<file path="src/dmp_pkg.sv">
// dual modulus prescaler package: state codes, variants, carriers
// assumes nothing of its surroundings
package dmp_pkg;

   localparam int VAR_5_6   = 0;
   localparam int VAR_8_9   = 1;
   localparam int VAR_10_11 = 2;

   localparam int STATE_W = 4;
   // sampling state for the combined enable
   localparam logic [3:0] SAMPLE_STATE = 4'hc;
   localparam logic [3:0] RESET_STATE  = 4'hf;

   // divide-by-11 walk: 15,14,12,8,9,11,6,4,0,1,3
   localparam logic [3:0] S15 = 4'hf;
   localparam logic [3:0] S14 = 4'he;
   localparam logic [3:0] S12 = 4'hc;
   localparam logic [3:0] S8  = 4'h8;
   localparam logic [3:0] S9  = 4'h9;
   localparam logic [3:0] S11 = 4'hb;
   localparam logic [3:0] S6  = 4'h6;
   localparam logic [3:0] S4  = 4'h4;
   localparam logic [3:0] S0  = 4'h0;
   localparam logic [3:0] S1  = 4'h1;
   localparam logic [3:0] S3  = 4'h3;

   localparam int NUM_ENABLES = 5;

   typedef struct packed {
      logic gate_enable_5;
      logic gate_enable_4;
      logic gate_enable_3;
      logic gate_enable_2;
      logic gate_enable_1;
   } dmp_enables_t;

   typedef enum logic [1:0] {
      CASC_NONE = 2'h0,
      CASC_2021 = 2'h1,
      CASC_4041 = 2'h2
   } dmp_casc_t;

endpackage

</file>
<file path="src/dmp_step.sv">
// next-state lookup for the four-bit modulus core
// assumes a combinational caller
`timescale 1ns/1ps
module dmp_step
   import dmp_pkg::*;
#(
   parameter int VARIANT = VAR_10_11
)
(
   input  wire logic [3:0] state,
   input  wire logic       low_mod,
   output logic      [3:0] next_state
);

   initial
   begin
      if (VARIANT < VAR_5_6 || VARIANT > VAR_10_11)
         $error("dmp_step: unsupported variant");
   end

   // the 11 walk is the master table; shorter moduli exit it early
   always_comb
   begin
      next_state = S15;
      case (state)
         S15: next_state = S14;
         S14: next_state = S12;
         S12: next_state = S8;
         S8:  next_state = S9;
         S9:  next_state = S11;
         S11: next_state = S6;
         S6:  next_state = S4;
         S4:  next_state = S0;
         S0:  next_state = S1;
         S1:  next_state = S3;
         S3:  next_state = low_mod ? S14 : S15;
         default: next_state = S15;
      endcase
      // shorter variants re-enter the walk from a reduced set
      // 9 walk drops 6 and 4; 6 walk keeps 15,14,12,4,0,3
      if (VARIANT == VAR_8_9)
      begin
         if (state == S11)
            next_state = S0;
      end
      else if (VARIANT == VAR_5_6)
      begin
         if (state == S12)
            next_state = S4;
         else if (state == S0)
            next_state = S3;
         else if (state == S8 || state == S9 || state == S11 ||
                  state == S6 || state == S1)
            next_state = S15;
      end
   end

endmodule

</file>
<file path="src/dmp_top.sv">
// dual modulus prescaler core with optional cascade flip-flops
// assumes gate enables come from pins and are synchronised here
`timescale 1ns/1ps
module dmp_top
   import dmp_pkg::*;
#(
   parameter int        VARIANT = VAR_10_11,
   parameter dmp_casc_t CASCADE = CASC_NONE
)
(
   input  wire logic         CLK,
   input  wire logic         RST_N,
   input  wire dmp_enables_t GATE_EN,
   input  wire dmp_enables_t GATE_OPEN,
   input  wire logic [4:0]   GATE_IS_TTL,
   output logic              DIV_OUT,
   output logic [3:0]        STATE
);

   initial
   begin
      if (CASCADE != CASC_NONE && VARIANT != VAR_10_11)
         $error("dmp_top: cascade needs the 10/11 core");
   end

   logic [4:0] en_raw;
   logic [4:0] en_s1;
   logic [4:0] en_s2;
   logic [3:0] state;
   logic [3:0] core_next;
   logic       ext_ff;
   logic       ext_cnt;
   logic       mod_ctl;
   logic       low_mod;
   logic       core_low;

   // open inputs resolve by family before synchronising
   genvar g;
   generate
      for (g = 0; g < NUM_ENABLES; g++)
      begin : g_open
         assign en_raw[g] = GATE_OPEN[g] ? GATE_IS_TTL[g] : GATE_EN[g];
      end
   endgenerate

   always_ff @(posedge CLK)
   begin
      if (!RST_N)
      begin
         en_s1 <= 5'h00;
         en_s2 <= 5'h00;
      end
      else
      begin
         en_s1 <= en_raw;
         en_s2 <= en_s1;
      end
   end

   always_comb
   begin
      if (CASCADE == CASC_NONE)
         mod_ctl = |en_s2;
      else
         mod_ctl = en_s2[3] | en_s2[4];
   end

   // cascade: a set extra bit forces this pass onto the short walk, otherwise mod_ctl decides
   always_comb
   begin
      case (CASCADE)
         CASC_2021: core_low = ext_ff | mod_ctl;
         CASC_4041: core_low = ext_cnt | mod_ctl | ext_ff;
         default:   core_low = mod_ctl;
      endcase
   end

   // enable latched only at the edge in state 1100
   always_ff @(posedge CLK)
   begin
      if (!RST_N)
         low_mod <= 1'b0;
      else if (state == SAMPLE_STATE)
         low_mod <= core_low;
   end

   dmp_step #(
      .VARIANT    (VARIANT)
   ) u_step (
      .state      (state),
      .low_mod    (low_mod),
      .next_state (core_next)
   );

   always_ff @(posedge CLK)
   begin
      if (!RST_N)
         state <= RESET_STATE;
      else
         state <= core_next;
   end

   // ext_ff toggles once per core cycle, ext_cnt once per two
   always_ff @(posedge CLK)
   begin
      if (!RST_N)
      begin
         ext_ff  <= 1'b0;
         ext_cnt <= 1'b0;
      end
      else if (CASCADE != CASC_NONE && state == S3)
      begin
         ext_ff <= ~ext_ff;
         if (ext_ff)
            ext_cnt <= ~ext_cnt;
      end
   end

   // output from state bit 3: one period per modulus cycle; when cascaded, from ext_ff: one period per two
   always_ff @(posedge CLK)
   begin
      if (!RST_N)
         DIV_OUT <= 1'b0;
      else if (CASCADE == CASC_NONE)
         DIV_OUT <= state[3];
      else
         DIV_OUT <= ext_ff;
   end

   assign STATE = state;

   localparam int MOD_HI = (VARIANT == VAR_5_6) ? 6 :
                           (VARIANT == VAR_8_9) ? 9 : 11;
   logic [4:0] period;
   logic       out_d;
   always_ff @(posedge CLK)
   begin
      if (!RST_N)
      begin
         period <= 5'h00;
         out_d  <= 1'b0;
      end
      else
      begin
         out_d  <= DIV_OUT;
         period <= (DIV_OUT & ~out_d) ? 5'h01 : period + 5'h01;
      end
   end

   AST_SAMPLE_ONLY_1100: assert property (@(posedge CLK) disable iff (!RST_N)
      state != SAMPLE_STATE |=> $stable(low_mod))
      else $error("modulus latch moved outside state 1100");
   AST_LOW_ANY: assert property (@(posedge CLK) disable iff (!RST_N)
      CASCADE == CASC_NONE && state == SAMPLE_STATE && |en_s2
      |=> low_mod)
      else $error("enable high did not select low modulus");
   AST_HIGH_ALL: assert property (@(posedge CLK) disable iff (!RST_N)
      CASCADE == CASC_NONE && state == SAMPLE_STATE && en_s2 == 5'h00
      |=> !low_mod)
      else $error("all enables low did not select high modulus");
   AST_STEP_11: assert property (@(posedge CLK) disable iff (!RST_N)
      VARIANT == VAR_10_11 && state == S15 |=> state == S14 ##1
      state == S12 ##1 state == S8 ##1 state == S9)
      else $error("divide-by-11 walk broken");
   AST_SKIP15: assert property (@(posedge CLK) disable iff (!RST_N)
      VARIANT == VAR_10_11 && state == S3 && low_mod |=> state == S14)
      else $error("divide-by-10 did not skip state 15");
   AST_ALWAYS_MOVES: assert property (@(posedge CLK) disable iff (!RST_N)
      $past(RST_N) |-> state != $past(state))
      else $error("state did not advance");
   AST_PERIOD_10: assert property (@(posedge CLK) disable iff (!RST_N)
      VARIANT == VAR_10_11 && CASCADE == CASC_NONE && state == S3 && low_mod
      |=> ##9 state == S3)
      else $error("low modulus cycle is not ten clocks");
   AST_PERIOD_11: assert property (@(posedge CLK) disable iff (!RST_N)
      VARIANT == VAR_10_11 && CASCADE == CASC_NONE && state == S3 && !low_mod
      |=> ##10 state == S3)
      else $error("high modulus cycle is not eleven clocks");
   AST_OUT_PERIOD: assert property (@(posedge CLK) disable iff (!RST_N)
      CASCADE == CASC_NONE && DIV_OUT && !out_d && period >= 5'h02
      |-> (period == MOD_HI || period == MOD_HI - 1))
      else $error("output period is not a modulus of the variant");
   AST_CASC_IGNORE: assert property (@(posedge CLK) disable iff (!RST_N)
      CASCADE != CASC_NONE |-> mod_ctl == (en_s2[3] | en_s2[4]))
      else $error("cascade control not taken from enables 4 and 5");

   COV_LOW:  cover property (@(posedge CLK) state == SAMPLE_STATE && core_low);
   COV_HIGH: cover property (@(posedge CLK) state == SAMPLE_STATE && !core_low);
   COV_OUT:  cover property (@(posedge CLK) DIV_OUT && !out_d);

endmodule

</file>
<file path="config.mk">
export PLATFORM = sky130hd
export DESIGN_NAME = dmp_top
export DESIGN_NICKNAME = d
export VERILOG_FILES = /design/src/dmp_pkg.sv /design/src/dmp_step.sv /design/src/dmp_top.sv
export SDC_FILE = /design/constraint.sdc
export NUM_CORES = 1
export LEC_CHECK = 0
export BUFFER_PORTS_ARGS = -buffer_cell sky130_fd_sc_hd__buf_4
export CAP_MARGIN = 10
export CORE_UTILIZATION = 35
export DETAILED_ROUTE_END_ITERATION = 16
export GPL_ROUTABILITY_DRIVEN = 0
export SLEW_MARGIN = 10
export SYNTH_ARGS = -nofsm -noshare
export SYNTH_HDL_FRONTEND = slang
export SYNTH_SLANG_ARGS = --single-unit
</file>
<file path="constraint.sdc">
create_clock -name CLK -period 1.1 [get_ports CLK]
set_input_delay 0.22 -clock CLK [delete_from_list [all_inputs] [get_ports CLK]]
set_output_delay 0.22 -clock CLK [all_outputs]
set_load 0.01 [all_outputs]
</file>
==> impl_metrics.prom <==
# TYPE chip_impl_metric gauge
chip_impl_metric{name="i_o_buffers",unit=""} 21
chip_impl_metric{name="number_of_antenna_violations_at_the_first_check_in_global_routing",unit=""} 0
chip_impl_metric{name="synth_fp_nets",unit=""} 67
chip_impl_metric{name="grt.overflow.total",unit=""} 0
chip_impl_metric{name="finalSetupViolations",unit=""} 0
chip_impl_metric{name="dieArea",unit="um^2"} 1760
chip_impl_info{name="critPathCaptureType",value="output port"} 1
chip_impl_metric{name="drt_first_pass_iters",unit=""} 3
chip_impl_metric{name="post-dp-hpwl",unit="um"} 613
chip_impl_metric{name="setup_tns_final",unit="ns"} 0
chip_impl_metric{name="critPathRequiredTime",unit="ns"} 0.88
chip_impl_metric{name="fmaxAchievable",unit="GHz"} 0.970
chip_impl_info{name="critPathKind",value="reg2out"} 1
chip_impl_metric{name="antenna_violating_nets_left",unit=""} 0
chip_impl_metric{name="grt_use_total",unit=""} 0.103
chip_impl_metric{name="grt_pass1_wl",unit="mm"} 1.31
chip_impl_metric{name="timing.final.ws_setup",unit="ns"} 0.0696
chip_impl_metric{name="drt_iter0_markers",unit=""} 2
chip_impl_metric{name="layoutNonFillerInstCount",unit=""} 90
chip_impl_metric{name="h-tree-depth",unit=""} 1
chip_impl_metric{name="clock_slew_at_the_register_clock_pins_of_the_worst_setup_and_hold_paths",unit="ns"} 0.09
chip_impl_metric{name="worst-path-buf-inv",unit=""} 1
chip_impl_metric{name="number_of_buffers_on_the_longest_clock_path",unit=""} 2
chip_impl_info{name="unrepaired_setup_endpoints_after_global_routing",value="false"} 1
chip_impl_metric{name="die_w",unit="um"} 42.0
chip_impl_metric{name="post_synth_instance_area",unit="um^2"} 559
chip_impl_metric{name="synth_seq_cells",unit=""} 16
chip_impl_info{name="worst_setup_path_start_kind",value="register"} 1
chip_impl_metric{name="detailroute.via_count",unit=""} 414
chip_impl_metric{name="critical_path.max_fanout",unit=""} 8
chip_impl_info{name="run_status",value="finished, final reports clean"} 1
chip_impl_metric{name="pin_count",unit=""} 22
chip_impl_metric{name="final_period_minus_worst_setup_slack",unit="ns"} 1.03
chip_impl_metric{name="avgSynthCellArea",unit="um^2"} 11.2
chip_impl_info{name="cts.root.buffer_cell",value="sky130_fd_sc_hd__clkbuf_4"} 1
chip_impl_info{name="cp_slowest_cell",value="sky130_fd_sc_hd__dfxtp_2"} 1
chip_impl_metric{name="floorplan.initialDensity",unit=""} 0.371
chip_impl_metric{name="clk_skew",unit="ns"} 0.000961
chip_impl_metric{name="fill_cells",unit=""} 152
chip_impl_info{name="hold_path.class",value="in2reg"} 1
chip_impl_info{name="crit_chain",value="buf_4"} 1
chip_impl_info{name="final_common_cell",value="sky130_fd_sc_hd__buf_4"} 1
chip_impl_metric{name="p_leak",unit="nW"} 0.349
chip_impl_metric{name="cp_data_arrival_time",unit="ns"} 0.81
chip_impl_metric{name="number_of_distinct_standard_cells_referenced_by_the_synthesized_netlist",unit=""} 17
chip_impl_metric{name="report.final.hold_viol_count",unit=""} 0
chip_impl_metric{name="design_power_total",unit="mW"} 1.13
chip_impl_metric{name="power_per_cell_area",unit="nW/um^2"} 1460
chip_impl_metric{name="tightestPinTransition",unit="ns"} 0.159
chip_impl_info{name="most-common-layout-cells",value="21 x sky130_fd_sc_hd__buf_4, 12 x sky130_fd_sc_hd__dfxtp_1, 6 x sky130_fd_sc_hd__and2_1, 6 x sky130_fd_sc_hd__nor2b_1, 5 x sky130_fd_sc_hd__mux2i_1"} 1
chip_impl_metric{name="tritoncts.num_buffers",unit=""} 3
chip_impl_metric{name="synthAdderAreaFrac",unit=""} 0
chip_impl_metric{name="layout-area-overhead-vs-synth",unit="%"} 38.3
chip_impl_metric{name="grt_start_max_net_pins",unit=""} 17
chip_impl_metric{name="slew_headroom",unit=""} 0.893
chip_impl_metric{name="post-place-cells",unit=""} 86
chip_impl_metric{name="clock_sink_count",unit=""} 16
chip_impl_metric{name="yosys_warnings",unit=""} 0
chip_impl_metric{name="final_worst_path_period_share",unit=""} 0.937
chip_impl_metric{name="detail_route.drc_violations",unit=""} 0
chip_impl_metric{name="max_cap_viol_count",unit=""} 0
chip_impl_metric{name="cts.hold.buffers_added",unit=""} 0
chip_impl_metric{name="coreArea",unit="um^2"} 1510
chip_impl_metric{name="wirelength",unit="um"} 814
chip_impl_metric{name="cts_setup_buffers",unit=""} 0
chip_impl_metric{name="delay_of_the_slowest_critical_path_stage",unit="ns"} 0.40
chip_impl_metric{name="post_drt_via_cell_ratio",unit=""} 4.60
chip_impl_metric{name="post_route_cells_drive_above_1_share",unit=""} 0.392
chip_impl_metric{name="post_drt_wl_per_cell",unit="um"} 9.04
chip_impl_metric{name="die_height",unit="um"} 42.0
chip_impl_info{name="synth_top_family_by_area",value="simple AND/OR/NAND/NOR gates"} 1
chip_impl_metric{name="area_fraction_in_and_or_nand_and_nor_cells_after_synthesis",unit=""} 0.253
chip_impl_metric{name="synth_xor_area_frac",unit=""} 0
chip_impl_info{name="tritoncts",value="yes"} 1
chip_impl_metric{name="muxShareOfSynthArea",unit=""} 0.110
chip_impl_metric{name="vdd.ir_drop.worst",unit="uV"} 977
chip_impl_metric{name="clock_insertion_delay_worst_skew",unit="ns"} 0.27
chip_impl_metric{name="pre_cts_slack",unit="ns"} 0.0332
chip_impl_metric{name="fp-row-count",unit=""} 14
chip_impl_metric{name="first_global_vias",unit=""} 334
chip_impl_info{name="critPathTopFamily",value="flip-flops"} 1
chip_impl_metric{name="seq_area_frac_synth",unit=""} 0.573
chip_impl_metric{name="postSynthCellCount",unit=""} 50
chip_impl_metric{name="slew_viol_final",unit=""} 0
chip_impl_metric{name="final_nets",unit=""} 92
chip_impl_metric{name="synth_compound_gate_area_share",unit=""} 0.0559
chip_impl_metric{name="antenna_cells",unit=""} 0
state kept, by name (all words and copies together) (netlist names):
register / flops
STATE: 4
en_s1: 5
low_mod: 1
DIV_OUT: 1
en_s2: 5
timing repair:
action / 4_1_cts / 5_1_grt
cloned: 0 / 0
resized for setup: 2 / 2
endpoints found under the setup margin: 2 / 2
cells in the mapped netlist:
| cell type | n | area share |
|---|---|---|
| sky130_fd_sc_hd__and2_1 | 6 | 0.067 |
| sky130_fd_sc_hd__dfxtp_1 | 16 | 0.57 |
| sky130_fd_sc_hd__o211a_1 | 1 | 0.018 |
| sky130_fd_sc_hd__a31oi_1 | 1 | 0.011 |
| sky130_fd_sc_hd__nand2b_1 | 1 | 0.011 |
| sky130_fd_sc_hd__buf_2 | 1 | 0.0089 |
| sky130_fd_sc_hd__nor2_1 | 1 | 0.0067 |
| sky130_fd_sc_hd__nor2b_1 | 6 | 0.067 |
| sky130_fd_sc_hd__mux2_1 | 1 | 0.020 |
| sky130_fd_sc_hd__o21ai_1 | 3 | 0.027 |
| sky130_fd_sc_hd__nand4b_1 | 1 | 0.016 |
| sky130_fd_sc_hd__nand3b_1 | 2 | 0.027 |
| sky130_fd_sc_hd__and2b_1 | 1 | 0.013 |
| sky130_fd_sc_hd__nor3_1 | 1 | 0.0089 |
| sky130_fd_sc_hd__and4bb_1 | 1 | 0.022 |
| sky130_fd_sc_hd__nand2_1 | 2 | 0.013 |
| sky130_fd_sc_hd__mux2i_1 | 5 | 0.089 |
path summary, 6_finish.rpt:
kind                                     startpoint                   to  slack, ns  cells after the start
worst max register to register  STATE[2]$_SDFF_PN1_  STATE[3]$_SDFF_PN1_       0.10                      3
worst min register to register  en_s1[3]$_SDFF_PN0_  en_s2[3]$_SDFF_PN0_       0.44                      1
worst max-delay path            STATE[0]$_SDFF_PN1_             STATE[0]       0.07                      1
worst min-delay path                          RST_N  STATE[3]$_SDFF_PN1_       0.19                      2
metrics by stage:
step	hold WS [ns]	cell area, um^2	utilization
after floorplan	0.348	559	-
after global placement	0.417	732	0.486
after detailed placement	0.420	732	0.486
after CTS	0.187	771	0.512
after global routing	0.175	773	0.513
final	0.191	773	0.513
cells by family (layout without fill, tap and decap cells):
kind of cell,count (synthesis),in the layout
DFF,16,16
buffers and inverters,1,25
AOI/OAI and AO/OA,5,5
and+or+nand+nor,22,22
muxes,6,6
final cells by class:
| type | count | area (um^2) | share of cell area |
|---|---|---|---|
| multi-input cells | 33 | 234 | 0.303 |
| repair buffers | 21 | 158 | 0.204 |
| clock buffers | 4 | 36.3 | 0.0469 |
| well taps | 16 | 20.0 | 0.0259 |
| flip-flops and latches | 16 | 325 | 0.421 |
per-layer routing:
metal | share of wire | up-vias | GRT usage | wire (um)
met5 | 0 | - | 0 | 0
met4 | 0.016 | 0 | 0.0387 | 13
met2 | 0.47 | 14 | 0.150 | 379
met1 | 0.45 | 182 | 0.121 | 365
met3 | 0.068 | 2 | 0.0647 | 55
li1 | - | 216 | - | -
power breakdown:
group,leakage (nW),switching (mW),internal [mW]
logic,0.198,0.0404,0.0869
registers,0.131,0.0195,0.614
clock network,0.0210,0.167,0.201
total,0.349,0.227,0.902
No activity file was read; power rests on OpenSTA's default activity.
